File: src/ftm_pkg.sv
// package: register map, field layout, reset values and timing for the fan tach mode block
`default_nettype none
package ftm_pkg;
	// ***********************************************
	// register map
	// ***********************************************
	localparam logic [7:0] FTM_ADDR_TEST = 8'h6f;
	localparam logic [7:0] FTM_ADDR_TACH_MODE = 8'h74;
	localparam logic [7:0] FTM_ADDR_SPINUP = 8'h75;
	localparam logic [7:0] FTM_RST_TEST = 8'h00;
	localparam logic [7:0] FTM_RST_TACH_MODE = 8'h00;
	localparam logic [2:0] FTM_RST_SPINUP = 3'h7;
	localparam logic [7:0] FTM_UNDEF_READ = 8'h00;
	localparam int FTM_XEN_BIT = 0;
	localparam int FTM_T1_LSB = 0;
	localparam int FTM_T2_LSB = 2;
	localparam int FTM_T34_LSB = 4;
	localparam int FTM_MODE_W = 6;
	localparam int FTM_SU_W = 3;
	// ***********************************************
	// measurement
	// ***********************************************
	localparam logic [15:0] FTM_SLOW_READING = 16'hffff;
	localparam int FTM_CLK_HZ = 25000000;
	localparam int FTM_PULSES_PER_REV = 2;
	// longest tach period follows from the 841 rpm floor, seconds*rpm = 60
	localparam int FTM_RPM_CONV = 60;
	localparam int FTM_MIN_RPM_CONV = 841;
	localparam int FTM_MIN_RPM_COMP_LOW = 210;
	localparam int FTM_MIN_RPM_COMP_HIGH = 420;
	localparam logic [1:0] FTM_MODE_RAW = 2'h0;
	localparam logic [1:0] FTM_MODE_CLAMP = 2'h1;
	localparam logic [1:0] FTM_MODE_ACCURATE = 2'h2;
	localparam logic [1:0] FTM_MODE_GENTLE = 2'h3;
	// register bus request from the serial slave
	typedef struct packed {
		logic wr;
		logic rd;
		logic [7:0] addr;
		logic [7:0] wdata;
	} ftm_req_t;
endpackage : ftm_pkg
`default_nettype wire

File: src/ftm_tach_mode.sv
// module: vendor tach mode, spin-up early exit, test register and fan speed counters
// Operation
// - vendor range 70h-7Fh has no guaranteed power-up value, may hold tests
// - low pwm range allows four tach modes; high range forces mode 0
// - mode bits 5:4 for inputs 3/4, 3:2 input 2, 1:0 input 1
// - reported speed always assumes two tach pulses per revolution
// - mode 00 plain detection, may report false speed when too slow
// - mode 01 plain detection, reading forced to ffffh when too slow
// - mode 10 compensated, lower floor, most accurate, ffffh when too slow
// - mode 11 compensated, least pwm disturbance, ffffh when too slow
// - floor 841 rpm modes 0/1; 210 rpm modes 2/3, 420 at higher pwm
// - tach mode register writable under lock; reset value used while start clear
// - early-exit bit clear: spin-up ends only when programmed time expires
// - early-exit bit set: spin-up ends on tach above minimum or timeout
// - spin-up register resets 7h, bits 2:0, locked read-only, default while stopped
// - reads of undefined addresses return 00h
// - writes to undefined addresses are ignored without error
// - setting test register bit 0 enters xor-tree test mode
// - xor tree excludes the serial bus pins; order is free
// - writing 0 to the xor enable bit leaves xor-tree test mode
`default_nettype none
module ftm_tach_mode
	import ftm_pkg::*;
#(
	parameter int N_TACH = 4,
	parameter int TEST_PINS = 8
) (
	input wire logic clk_sys_in,
	input wire logic arst_n_in,
	input wire ftm_req_t req_in,
	output logic [7:0] rdata_out,
	output logic ack_out,
	input wire logic lock_in,
	input wire logic start_in,
	input wire logic pwm_high_range_in,
	input wire logic [2:0] pwm_freq_sel_in,
	input wire logic [N_TACH-1:0] fan_pulse_in,
	input wire logic [2:0] fan_drive_in,
	input wire logic [2:0] spinup_active_in,
	input wire logic [2:0] spinup_timeout_in,
	input wire logic [15:0] tach_minimum_in,
	input wire logic [TEST_PINS-1:0] test_pins_in,
	output logic [N_TACH*16-1:0] tach_reading_out,
	output logic [1:0] tach_mode_eff_out,
	output logic [2:0] spinup_done_out,
	output logic [2:0] drive_hold_out,
	output logic xor_tree_enable_out,
	output logic xor_tree_out
);
	// ***********************************************
	// derived timing
	// ***********************************************
	// longest tach period (ticks) at the plain floor and both compensated floors
	localparam int TICKS_CONV = FTM_CLK_HZ / FTM_MIN_RPM_CONV * FTM_RPM_CONV / FTM_PULSES_PER_REV;
	localparam int TICKS_COMP_LO =
		FTM_CLK_HZ / FTM_MIN_RPM_COMP_LOW * FTM_RPM_CONV / FTM_PULSES_PER_REV;
	localparam int TICKS_COMP_HI =
		FTM_CLK_HZ / FTM_MIN_RPM_COMP_HIGH * FTM_RPM_CONV / FTM_PULSES_PER_REV;
	localparam int DIV = (TICKS_COMP_LO + 16'hfffe) / 16'hffff;
	localparam logic [15:0] LIM_CONV = 16'(TICKS_CONV / DIV);
	localparam logic [15:0] LIM_COMP_LO = 16'(TICKS_COMP_LO / DIV);
	localparam logic [15:0] LIM_COMP_HI = 16'(TICKS_COMP_HI / DIV);
	localparam logic [7:0] DIV_LAST = 8'(DIV - 1);

	// ***********************************************
	// registers
	// ***********************************************
	logic [FTM_MODE_W-1:0] tach_measure_mode_reg;
	logic [FTM_SU_W-1:0] fan_spinup_early_exit_reg;
	logic xor_tree_enable_reg;
	logic hit_test;
	logic hit_mode;
	logic hit_spin;
	logic wr_mode;
	logic wr_spin;
	logic wr_test;

	assign hit_test = req_in.addr == FTM_ADDR_TEST;
	assign hit_mode = req_in.addr == FTM_ADDR_TACH_MODE;
	assign hit_spin = req_in.addr == FTM_ADDR_SPINUP;

	// write strobes; lock guards spin-up and test, never the tach mode
	assign wr_mode = req_in.wr & hit_mode;
	assign wr_spin = req_in.wr & hit_spin & ~lock_in;
	assign wr_test = req_in.wr & hit_test & ~lock_in;


	// tach mode register, never locked
	always_ff @(posedge clk_sys_in or negedge arst_n_in) begin
		if (!arst_n_in) begin
			tach_measure_mode_reg <= FTM_MODE_W'(FTM_RST_TACH_MODE);
		end else if (wr_mode) begin
			tach_measure_mode_reg <= req_in.wdata[FTM_MODE_W-1:0];
		end
	end

	// spin-up early-exit register, locked by lock bit
	always_ff @(posedge clk_sys_in or negedge arst_n_in) begin
		if (!arst_n_in) begin
			fan_spinup_early_exit_reg <= FTM_RST_SPINUP;
		end else if (wr_spin) begin
			fan_spinup_early_exit_reg <= req_in.wdata[FTM_SU_W-1:0];
		end
	end

	// test register, locked by lock bit
	always_ff @(posedge clk_sys_in or negedge arst_n_in) begin
		if (!arst_n_in) begin
			xor_tree_enable_reg <= FTM_RST_TEST[FTM_XEN_BIT];
		end else if (wr_test) begin
			xor_tree_enable_reg <= req_in.wdata[FTM_XEN_BIT];
		end
	end

	logic [7:0] rd_mux;
	// read mux; unmapped addresses read 00h
	always_comb begin
		rd_mux = FTM_UNDEF_READ;
		if (hit_mode) begin
			rd_mux = {2'h0, tach_measure_mode_reg};
		end else if (hit_spin) begin
			rd_mux = {5'h00, fan_spinup_early_exit_reg};
		end else if (hit_test) begin
			rd_mux = {7'h00, xor_tree_enable_reg};
		end
	end

	// read data and completion; unmapped reads give 00h, writes ack silently
	always_ff @(posedge clk_sys_in or negedge arst_n_in) begin
		if (!arst_n_in) begin
			rdata_out <= FTM_UNDEF_READ;
			ack_out <= 1'b0;
		end else begin
			ack_out <= req_in.rd | req_in.wr;
			if (req_in.rd) begin
				rdata_out <= rd_mux;
			end
		end
	end

	// ***********************************************
	// effective settings
	// ***********************************************
	logic [FTM_MODE_W-1:0] mode_eff;
	logic [FTM_SU_W-1:0] su_eff;
	logic [1:0] mode_of [N_TACH];
	// defaults govern while stopped; high pwm range forces mode 0
	assign mode_eff = (!start_in || pwm_high_range_in) ? '0 : tach_measure_mode_reg;
	assign su_eff = start_in ? fan_spinup_early_exit_reg : FTM_RST_SPINUP;

	// ***********************************************
	// synchronisers and prescaler
	// ***********************************************
	logic [N_TACH-1:0] pulse_s1;
	logic [N_TACH-1:0] pulse_s2;
	logic [N_TACH-1:0] pulse_s3;
	logic [2:0] drv_s1;
	logic [2:0] drv_s2;
	logic [7:0] div_reg;
	logic tick;

	// two flops for pins, a third for edge detection
	always_ff @(posedge clk_sys_in or negedge arst_n_in) begin
		if (!arst_n_in) begin
			pulse_s1 <= '0;
			pulse_s2 <= '0;
			pulse_s3 <= '0;
			drv_s1 <= '0;
			drv_s2 <= '0;
		end else begin
			pulse_s1 <= fan_pulse_in;
			pulse_s2 <= pulse_s1;
			pulse_s3 <= pulse_s2;
			drv_s1 <= fan_drive_in;
			drv_s2 <= drv_s1;
		end
	end

	// one-cycle enable paces the period counters
	always_ff @(posedge clk_sys_in or negedge arst_n_in) begin
		if (!arst_n_in) begin
			div_reg <= '0;
		end else begin
			div_reg <= (div_reg == DIV_LAST) ? '0 : div_reg + 8'h01;
		end
	end
	assign tick = div_reg == DIV_LAST;

	// ***********************************************
	// per-input period measurement
	// ***********************************************
	genvar g;
	generate
		for (g = 0; g < N_TACH; g++) begin : g_tach
			// inputs 3 and 4 share one field and drive 3
			localparam int LSB = (g == 0) ? FTM_T1_LSB : (g == 1) ? FTM_T2_LSB : FTM_T34_LSB;
			localparam int DRV = (g < 2) ? g : 2;
			logic [15:0] cnt_reg;
			logic [15:0] rd_reg;
			logic [15:0] limit;
			logic comp;
			logic rise;
			logic run;

			assign mode_of[g] = mode_eff[LSB+1:LSB];
			assign comp = mode_of[g][1];
			// compensated floor lower at lowest pwm frequency
			assign limit = !comp ? LIM_CONV
				: (pwm_freq_sel_in == 3'h0) ? LIM_COMP_LO : LIM_COMP_HI;
			assign rise = pulse_s2[g] & ~pulse_s3[g];
			// accurate mode counts only while drive is on; gentle mode counts regardless of drive and never stretches it
			assign run = !comp || drv_s2[DRV] || (mode_of[g] == FTM_MODE_GENTLE);
			// counts ticks between rising edges: one edge pair is half a rev
			always_ff @(posedge clk_sys_in or negedge arst_n_in) begin
				if (!arst_n_in) begin
					cnt_reg <= '0;
				end else if (rise) begin
					cnt_reg <= '0;
				end else if (tick && run && cnt_reg != FTM_SLOW_READING) begin
					cnt_reg <= cnt_reg + 16'h0001;
				end
			end

			// latched reading; too-slow handling by mode
			always_ff @(posedge clk_sys_in or negedge arst_n_in) begin
				if (!arst_n_in) begin
					rd_reg <= FTM_SLOW_READING;
				end else if (rise) begin
					rd_reg <= cnt_reg;
				end else if (cnt_reg >= limit && mode_of[g] != FTM_MODE_RAW) begin
					rd_reg <= FTM_SLOW_READING;
				end
				// raw mode keeps last value when too slow, a possibly false speed
			end

			// output copy of the reading
			always_ff @(posedge clk_sys_in or negedge arst_n_in) begin
				if (!arst_n_in) begin
					tach_reading_out[g*16 +: 16] <= FTM_SLOW_READING;
				end else begin
					tach_reading_out[g*16 +: 16] <= rd_reg;
				end
			end
		end
	endgenerate

	// ***********************************************
	// spin-up early exit per drive channel
	// ***********************************************
	logic [15:0] drive_speed [3];
	assign drive_speed[0] = tach_reading_out[15:0];
	assign drive_speed[1] = tach_reading_out[31:16];
	assign drive_speed[2] = tach_reading_out[47:32];
	generate
		for (g = 0; g < 3; g++) begin : g_spin
			logic early;
			// reading below minimum count means fan faster than minimum
			assign early = su_eff[g] && (drive_speed[g] < tach_minimum_in);

			// done on timeout, or early once the reading drops below the minimum count
			always_ff @(posedge clk_sys_in or negedge arst_n_in) begin
				if (!arst_n_in) begin
					spinup_done_out[g] <= 1'b0;
				end else if (!spinup_active_in[g]) begin
					spinup_done_out[g] <= 1'b0;
				end else if (spinup_timeout_in[g]) begin
					spinup_done_out[g] <= 1'b1;
				end else if (early) begin
					spinup_done_out[g] <= 1'b1;
				end
			end
		end
	endgenerate

	// ***********************************************
	// xor tree over synchronised test pins
	// ***********************************************
	// synchronised pins and the running parity
	logic [TEST_PINS-1:0] tp_s1;
	logic [TEST_PINS-1:0] tp_s2;
	logic [TEST_PINS:0] xor_chain;

	// test pins are asynchronous; two flops before the tree
	always_ff @(posedge clk_sys_in or negedge arst_n_in) begin
		if (!arst_n_in) begin
			tp_s1 <= '0;
			tp_s2 <= '0;
		end else begin
			tp_s1 <= test_pins_in;
			tp_s2 <= tp_s1;
		end
	end

	// one xor stage per pin; serial bus pins never enter the chain
	assign xor_chain[0] = 1'b0;
	generate
		for (g = 0; g < TEST_PINS; g++) begin : g_xor
			assign xor_chain[g+1] = xor_chain[g] ^ tp_s2[g];
		end
	endgenerate

	// ***********************************************
	// drive hold per channel
	// ***********************************************
	// accurate mode stretches drive for a clean edge; gentle mode leaves drive alone
	generate
		for (g = 0; g < 3; g++) begin : g_hold
			always_ff @(posedge clk_sys_in or negedge arst_n_in) begin
				if (!arst_n_in) begin
					drive_hold_out[g] <= 1'b0;
				end else begin
					drive_hold_out[g] <= mode_of[g] == FTM_MODE_ACCURATE;
				end
			end
		end
	endgenerate

	// ***********************************************
	// status outputs and xor tree
	// ***********************************************
	logic [1:0] mode_comp_hold;
	assign mode_comp_hold = {mode_of[1][1], mode_of[0][1]};
	// effective mode, xor enable and tree result
	always_ff @(posedge clk_sys_in or negedge arst_n_in) begin
		if (!arst_n_in) begin
			tach_mode_eff_out <= '0;
			xor_tree_enable_out <= 1'b0;
			xor_tree_out <= 1'b0;
		end else begin
			tach_mode_eff_out <= mode_of[0];
			xor_tree_enable_out <= xor_tree_enable_reg;
			// test pins exclude serial bus pins; order immaterial
			xor_tree_out <= xor_tree_enable_reg & xor_chain[TEST_PINS];
		end
	end

	// tie-off for bits that no other logic reads
	logic unused_ok;
	assign unused_ok = ^mode_comp_hold ^ FTM_MODE_CLAMP[0];
endmodule : ftm_tach_mode
`default_nettype wire

File: config.mk
export PLATFORM = sky130hd
export DESIGN_NAME = ftm_tach_mode
export DESIGN_NICKNAME = d
export VERILOG_FILES = /design/src/ftm_pkg.sv /design/src/ftm_tach_mode.sv
export SDC_FILE = /design/constraint.sdc
export NUM_CORES = 1
export LEC_CHECK = 0
export ABC_AREA = 0
export BUFFER_PORTS_ARGS = -buffer_cell sky130_fd_sc_hd__buf_2
export CAP_MARGIN = 20
export CORE_MARGIN = 2
export CORE_UTILIZATION = 30
export CTS_CLUSTER_DIAMETER = 150
export DETAILED_ROUTE_END_ITERATION = 6
export GPL_ROUTABILITY_DRIVEN = 0
export MAX_ROUTING_LAYER = met4
export SYNTH_ARGS = -nofsm -noshare
export SYNTH_HDL_FRONTEND = slang
export SYNTH_SLANG_ARGS = --single-unit
export TNS_END_PERCENT = 50
File: constraint.sdc
create_clock -name clk_sys_in -period 3.1 [get_ports clk_sys_in]
set_input_delay 0.155 -clock clk_sys_in [delete_from_list [all_inputs] [get_ports clk_sys_in]]
set_output_delay 0.155 -clock clk_sys_in [all_outputs]
set_load 0.03 [all_outputs]
# ---- Yosys cells after proc, flatten, opt, wreduce, memory -nomap -nowiden
# Cells that the tools add are included.
dict set report op_classes {
  n_addsub 5
  n_mul 0
  div 0
  n_lt_le_gt_ge 7
  n_eq_ne 17
  n_shift 0
  mux 35
  n_bitwise 23
  reduce_logical 37
}
# op n
set op_table {}
lappend op_table {{2-to-1 mux 16 bit} 20}
lappend op_table {{adder 16 x 1 -> 16 bit (second input constant)} 4}
lappend op_table {{greater-or-equal comparator 16 bit} 4}
lappend op_table {{inequality test 16 bit (second input constant)} 4}
lappend op_table {{less-than comparator 16 bit} 3}
lappend op_table {{equality test 8 x 7 -> 1 bit (second input constant)} 3}
lappend op_table {{2-to-1 mux 8 bit} 3}
lappend op_table {{nonzero test 2 bit} 11}
lappend op_table {{logical AND 1 bit} 14}
lappend op_table {{equality test 2 bit (second input constant)} 6}
lappend op_table {{AND 1 bit} 10}
lappend op_table {{2-to-1 mux 1 bit} 10}
lappend op_table {{inequality test 3 x 1 -> 1 bit (second input constant)} 3}
lappend op_table {{adder 8 x 1 -> 8 bit (second input constant)} 1}
lappend op_table {{equality test 8 x 6 -> 1 bit (second input constant)} 1}
lappend op_table {{logical OR 1 bit} 7}
lappend op_table {{bitwise XOR 1 bit} 7}
lappend op_table {{2-to-1 mux 6 bit} 1}
lappend op_table {{NOT 1 bit} 5}
lappend op_table {{logical NOT 1 bit} 4}
lappend op_table {{logical NOT 3 bit} 1}
lappend op_table {{2-to-1 mux 3 bit} 1}
lappend op_table {{OR 1 bit} 1}
dict set report word_totals {
  regBits 263
  latch_bits 0
  mem_bits_rw 0
  rom_bits 0
  inputBits 63
  out_inout_bits 83
  elab_cells 158
  n_memories 0
}

# ---- Logic depth before layout (Yosys ltp)
dict set report depth {
  depth_word 10
  ltp_mapped 14
  depth_no_buf 10
}

# ---- Worst setup path before layout
# OpenSTA, ideal clock, no wires.
dict set report synth_path {
  kind {in2reg}
  startpoint {input pwm_freq_sel_in[1]}
  endpoint {register g_tach[0].rd_reg[4]}
  arrival_time_ps 2460
  slack_ps 544
  stages 13
  path_buffers 4
  cell_sequence {or3_4 > buf_6 > buf_2 > nor2_1 > inv_1 > ha_1 > a21oi_1 > nor2b_1 > buf_1 > clkbuf_1 > nand4_1 > a211oi_1 > a31oi_1}
}
dict set report synth_between {
  elab_chain_cells 6
}
# item line
set synth_rtl {}
lappend synth_rtl {{start: declaration} ftm_tach_mode.sv:36} ;# input wire logic [2:0] pwm_freq_sel_in,
lappend synth_rtl {{logical NOT 3 bit} ftm_tach_mode.sv:209} ;# : (pwm_freq_sel_in == 3'h0) ? LIM_COMP_LO : LIM_COMP_HI;
lappend synth_rtl {{2-to-1 mux 16 bit} ftm_tach_mode.sv:209}
lappend synth_rtl {{2-to-1 mux 16 bit} ftm_tach_mode.sv:208} ;# assign limit = !comp ? LIM_CONV
lappend synth_rtl {{greater-or-equal comparator 16 bit} ftm_tach_mode.sv:230} ;# end else if (cnt_reg >= limit && mode_of[g] != FTM_MODE_RAW) begin
lappend synth_rtl {{logical AND 1 bit} ftm_tach_mode.sv:230}
lappend synth_rtl {{nonzero test 2 bit (no source line)} -}
lappend synth_rtl {{end signal: assignment} ftm_tach_mode.sv:229} ;# rd_reg <= cnt_reg;
lappend synth_rtl {{end: declaration} ftm_tach_mode.sv:199} ;# logic [15:0] rd_reg;
# No other way between the ends.
# A chain may end at the register's enable or synchronous reset.

# ---- Final worst setup path
dict set report layout_path {
  startpoint {register tach_measure_mode_reg[5]}
  endpoint {register g_tach[3].rd_reg[14]}
}
dict set report layout_between {
  elab_chain_cells 5
  word_cells_on_any_way 6
}
# item line
set layout_rtl {}
lappend layout_rtl {{start: declaration} ftm_tach_mode.sv:68} ;# logic [FTM_MODE_W-1:0] tach_measure_mode_reg;
lappend layout_rtl {{start signal: assignment} ftm_tach_mode.sv:91} ;# tach_measure_mode_reg <= FTM_MODE_W'(FTM_RST_TACH_MODE);
lappend layout_rtl {{start signal: assignment} ftm_tach_mode.sv:93} ;# tach_measure_mode_reg <= req_in.wdata[FTM_MODE_W-1:0];
lappend layout_rtl {{2-to-1 mux 6 bit *} ftm_tach_mode.sv:148} ;# assign mode_eff = (!start_in || pwm_high_range_in) ? '0 : tach_measure_mode_reg;
lappend layout_rtl {{2-to-1 mux 16 bit} ftm_tach_mode.sv:208}
lappend layout_rtl {{greater-or-equal comparator 16 bit} ftm_tach_mode.sv:230}
lappend layout_rtl {{logical AND 1 bit *} ftm_tach_mode.sv:230}
lappend layout_rtl {{nonzero test 2 bit (no source line) *} -}
lappend layout_rtl {{end signal: assignment} ftm_tach_mode.sv:229}
lappend layout_rtl {{end: declaration} ftm_tach_mode.sv:199}
# Mark *: on every way between the ends. The rest lies on a longest branch, timed or not.

==> flow_results.xml <==
<?xml version="1.0" encoding="UTF-8"?>
<metrics>
  <group name="global_routing">
    <metric name="initial_antenna_violation_count" unit="">0</metric>
    <metric name="grtUsageTotal" unit="%">15.1</metric>
    <metric name="first_global_vias" unit="">10080</metric>
    <metric name="grt_pass1_wl" unit="mm">53.2</metric>
    <metric name="grt_max_degree" unit="">74</metric>
    <metric name="grt-ovfl-total" unit="">0</metric>
  </group>
  <group name="clock_network">
    <metric name="clock_path_buffers" unit="">3</metric>
    <metric name="clockRootBuffer" unit="">sky130_fd_sc_hd__clkbuf_16</metric>
    <metric name="tritoncts.num_buffers" unit="">27</metric>
    <metric name="cts_setup_buffers" unit="">0</metric>
    <metric name="insertion_delay" unit="ns">0.56</metric>
    <metric name="clk_pin_slew" unit="ns">0.07</metric>
    <metric name="cts-htree-levels" unit="">1</metric>
    <metric name="clock_sink_count" unit="">261</metric>
    <metric name="cts.repair.resized" unit="">0</metric>
    <metric name="tritoncts" unit="">built</metric>
  </group>
  <group name="pwr">
    <metric name="total_power" unit="mW">7.34</metric>
    <metric name="leakagePower" unit="nW">6.79</metric>
    <metric name="cell_internal_pwr" unit="mW">5.70</metric>
    <metric name="swShare" unit="%">22.4</metric>
    <metric name="power.ir.vdd_worst" unit="mV">0.350</metric>
    <metric name="clock_group_share_of_total_power" unit="%">46.7</metric>
    <metric name="netSwitchingPower" unit="mW">1.64</metric>
    <metric name="combPwrFrac" unit="%">5.5</metric>
    <metric name="power.density" unit="mW/mm^2">475</metric>
    <metric name="seq_power_share" unit="%">47.8</metric>
  </group>
  <group name="final_layout">
    <metric name="utilization" unit="%">36.8</metric>
    <metric name="layout-drive-gt1-share" unit="%">27.7</metric>
    <metric name="multi_input_logic_area" unit="mm^2">0.00567</metric>
    <metric name="layout.nets" unit="">1519</metric>
    <metric name="area_growth" unit="%">20.8</metric>
    <metric name="post-route-cell-area" unit="mm^2">0.0155</metric>
    <metric name="antennaDiodeCount" unit="">0</metric>
    <metric name="register_area" unit="mm^2">0.00670</metric>
    <metric name="fillers" unit="">4167</metric>
    <metric name="fin_cells" unit="">1945</metric>
  </group>
  <group name="die">
    <metric name="fp.dieArea" unit="mm^2">0.0443</metric>
    <metric name="io_pins" unit="">146</metric>
    <metric name="start_util" unit="%">30.4</metric>
    <metric name="floorplan.die.width" unit="um">211</metric>
    <metric name="coreArea" unit="mm^2">0.0420</metric>
    <metric name="row_count" unit="">75</metric>
    <metric name="die_height" unit="um">211</metric>
  </group>
  <group name="timing">
    <metric name="report.final.hold_viol_count" unit="">0</metric>
    <metric name="timing.clock.skew" unit="ns">0.0262</metric>
    <metric name="rsz0062_at_grt" unit="">false</metric>
    <metric name="timing.final.crit_period" unit="ns">2.51</metric>
    <metric name="timing.final.setup_violations" unit="">0</metric>
    <metric name="final-max-slew-violation-count" unit="">0</metric>
    <metric name="fin_tns_setup" unit="ns">0</metric>
    <metric name="worst_pin_slew" unit="ns">0.839</metric>
    <metric name="fin_hold_ws" unit="ns">0.0102</metric>
    <metric name="max_clock_freq" unit="MHz">398</metric>
    <metric name="post-route-worst-setup-slack" unit="ns">0.589</metric>
    <metric name="period_utilization_post_route" unit="%">81.0</metric>
    <metric name="max_slew_margin" unit="%">44.1</metric>
  </group>
  <group name="yosys">
    <metric name="post_synth_num_cell_types" unit="">71</metric>
    <metric name="yosysSeqAreaShare" unit="%">52.3</metric>
    <metric name="postSynthAreaPerCell" unit="um^2">10.6</metric>
    <metric name="syn-cell-area" unit="mm^2">0.0128</metric>
    <metric name="synth_edf_count" unit="">0</metric>
    <metric name="synth_warnings" unit="">0</metric>
    <metric name="postSynthCellCount" unit="">1213</metric>
    <metric name="postSynthRegisterBits" unit="">261</metric>
    <metric name="synth_top_flop_cell" unit="">sky130_fd_sc_hd__dfstp_2</metric>
    <metric name="async_reset_ff_share" unit="%">100</metric>
  </group>
  <group name="worst_setup_path">
    <metric name="ff2ff_setup_slack" unit="ns">0.59</metric>
    <metric name="cp_data_required_time" unit="ns">3.56</metric>
    <metric name="worst_r2r_endpoint" unit="">g_tach[3].rd_reg[14]$_DFFE_PN1P_</metric>
    <metric name="worst_ep_arrival_time" unit="ns">2.97</metric>
    <metric name="critPathKind" unit="">reg -&gt; reg</metric>
    <metric name="timing.critical_path.to_type" unit="">flip-flop</metric>
    <metric name="worst_r2r_path_depth" unit="">10</metric>
    <metric name="max_stage_delay" unit="ns">0.51</metric>
    <metric name="crit-reg2reg-launch" unit="">tach_measure_mode_reg[5]$_DFFE_PN0P_</metric>
    <metric name="startpoint_type" unit="">flip-flop</metric>
    <metric name="cp_cell_sequence" unit="">and3b_1 -&gt; inv_2 -&gt; nor2_1 -&gt; inv_1 -&gt; ha_1 -&gt; and2_1 -&gt; nand2_1 -&gt; a21o_1 -&gt; a211o_1 -&gt; a31oi_1</metric>
    <metric name="cpMaxStageDelayCell" unit="">sky130_fd_sc_hd__a211o_1</metric>
    <metric name="cp_max_fo" unit="">16</metric>
  </group>
  <group name="drt">
    <metric name="ant_nets" unit="">0</metric>
    <metric name="drt_iter0_drc" unit="">681</metric>
    <metric name="drt_first_pass_iters" unit="">6</metric>
    <metric name="post_drt_via_cell_ratio" unit="">5.21</metric>
    <metric name="post_drt_wl_per_cell" unit="um">16.7</metric>
    <metric name="drt_drc_violations_left" unit="">0</metric>
    <metric name="totalWireLength" unit="mm">32.5</metric>
    <metric name="detailroute.via_count" unit="">10136</metric>
  </group>
  <group name="placed_design">
    <metric name="placement.io_buffers" unit="">141</metric>
    <metric name="dpl_worst_slack" unit="ns">0.269</metric>
    <metric name="dpl.cell_count" unit="">1860</metric>
    <metric name="hpwl" unit="mm">23.5</metric>
    <metric name="postPlaceCellArea" unit="mm^2">0.0142</metric>
  </group>
  <group name="hold_path">
    <metric name="worst_hold_path.num_cells" unit="">3</metric>
    <metric name="timing.hold.worst.start" unit="">spinup_timeout_in[0]</metric>
    <metric name="hold_path_class" unit="">in -&gt; reg</metric>
    <metric name="whs_endpoint" unit="">spinup_done_out[0]$_DFFE_PN0P_</metric>
  </group>
  <group name="job">
    <metric name="cap_viol_max_count" unit="">0</metric>
  </group>
  <group name="outcome">
    <metric name="outcome" unit="">finished, final reports clean</metric>
  </group>
</metrics>
-- power groups by stage --
stage                     Clock [mW]  Combinational [mW]  Sequential [mW]
after floorplan                    0               0.155             3.58
after global placement             0               0.369             3.56
after detailed placement           0               0.378             3.57
after CTS                       3.51               0.410             3.51
after global routing            3.66               0.448             3.51
final                           3.43               0.403             3.51
-- critical path: cells and delay by family (launching register included) --
| family | cells | cell delay (ns) |
|---|---|---|
| buf+inv | 2 | 0.25 |
| fa+ha+maj | 1 | 0.31 |
| compound gates | 3 | 0.92 |
| simple gates | 4 | 0.59 |
| flops | 1 | 0.34 |
-- cell usage after synthesis (12+ instances only) --
| cell type | instances | share of area [%] |
|---|---|---|
| sky130_fd_sc_hd__xnor2_1 | 17 | 1.2 |
| sky130_fd_sc_hd__o21ai_0 | 72 | 2.8 |
| sky130_fd_sc_hd__o211ai_1 | 19 | 1.1 |
| sky130_fd_sc_hd__nand2_1 | 135 | 4.0 |
| sky130_fd_sc_hd__nand3_1 | 31 | 1.2 |
| sky130_fd_sc_hd__a211oi_1 | 40 | 2.3 |
| sky130_fd_sc_hd__mux2_2 | 12 | 1.1 |
| sky130_fd_sc_hd__nor3_1 | 13 | 0.51 |
| sky130_fd_sc_hd__a21oi_1 | 59 | 2.3 |
| sky130_fd_sc_hd__nand2b_1 | 15 | 0.73 |
| sky130_fd_sc_hd__dfstp_2 | 131 | 27 |
| sky130_fd_sc_hd__nand4_1 | 55 | 2.7 |
| sky130_fd_sc_hd__dfrtp_1 | 130 | 25 |
| sky130_fd_sc_hd__or3_1 | 28 | 1.4 |
| sky130_fd_sc_hd__ha_1 | 71 | 6.9 |
| sky130_fd_sc_hd__nor2_1 | 56 | 1.6 |
| sky130_fd_sc_hd__inv_1 | 38 | 1.1 |
| sky130_fd_sc_hd__a31oi_1 | 39 | 1.9 |
| sky130_fd_sc_hd__clkbuf_1 | 44 | 1.3 |
| sky130_fd_sc_hd__and4_1 | 13 | 0.89 |
| sky130_fd_sc_hd__mux2i_1 | 33 | 2.6 |
-- kinds of logic (layout without fill, tap and decap cells) --
logic type	count (synthesis)	in the layout	share of synthesized area, %
AND/OR/NAND/NOR	408	408	16.7
AO/OA/AOI/OAI	295	295	15.0
flip-flops	261	261	52.3
buffers and inverters	105	297	3.54
adder cells (fa/ha/maj)	71	71	6.94
multiplexers	45	45	3.64
XOR/XNOR	27	27	1.85
other	1	2	0.0293
-- final cells by class --
type,instances,share of cell area [%]
inverter,40,0.971
clock inverter,12,0.947
sequential,261,43.3
multi-input combinational,848,36.7
tap,539,4.36
clock buffer,38,5.23
timing repair buffer,207,8.53
-- how the worst max path moves through the flow --
stage                                              start                                to  slack (ns)  cells after the start
global route        tach_measure_mode_reg[5]$_DFFE_PN0P_   g_tach[3].rd_reg[2]$_DFFE_PN1P_        0.34                     10
finish              tach_measure_mode_reg[5]$_DFFE_PN0P_  g_tach[3].rd_reg[14]$_DFFE_PN1P_        0.59                     10
global placement                      pwm_freq_sel_in[1]   g_tach[2].rd_reg[0]$_DFFE_PN1P_        0.33                      9
CTS                 tach_measure_mode_reg[5]$_DFFE_PN0P_   g_tach[2].rd_reg[0]$_DFFE_PN1P_        0.35                      9
detailed placement                    pwm_freq_sel_in[1]   g_tach[2].rd_reg[0]$_DFFE_PN1P_        0.27                      9
floorplan                             pwm_freq_sel_in[1]   g_tach[0].rd_reg[4]$_DFFE_PN1P_        0.54                     13
-- timing repair --
item / 4_1_cts / 5_1_grt
hold buffers: 33 / 0
hold endpoints to repair: 103 / 0
setup endpoints to repair: 0 / 0
-- cell usage in the layout (no fill, tap or decap), types with 39 or more instances in the layout --
| cell type | netlist | layout |
|---|---|---|
| sky130_fd_sc_hd__buf_2 | 10 | 140 |
| sky130_fd_sc_hd__nand2_1 | 135 | 135 |
| sky130_fd_sc_hd__a31oi_1 | 39 | 39 |
| sky130_fd_sc_hd__dfstp_2 | 131 | 131 |
| sky130_fd_sc_hd__o21ai_0 | 72 | 72 |
| sky130_fd_sc_hd__a21oi_1 | 59 | 59 |
| sky130_fd_sc_hd__a211oi_1 | 40 | 40 |
| sky130_fd_sc_hd__nor2_1 | 56 | 56 |
| sky130_fd_sc_hd__dfrtp_1 | 130 | 130 |
| sky130_fd_sc_hd__nand4_1 | 55 | 55 |
| sky130_fd_sc_hd__ha_1 | 71 | 71 |
-- routing by layer --
layer	vias to the layer above	track usage, %	part of all wire (%)
li1	4821	-	-
met1	4994	19.9	46
met2	258	24.4	47
met3	63	1.40	3.9
met4	0	5.61	3.2
met5	-	-	0
Note: power is estimated with default switching activity, not from simulation.
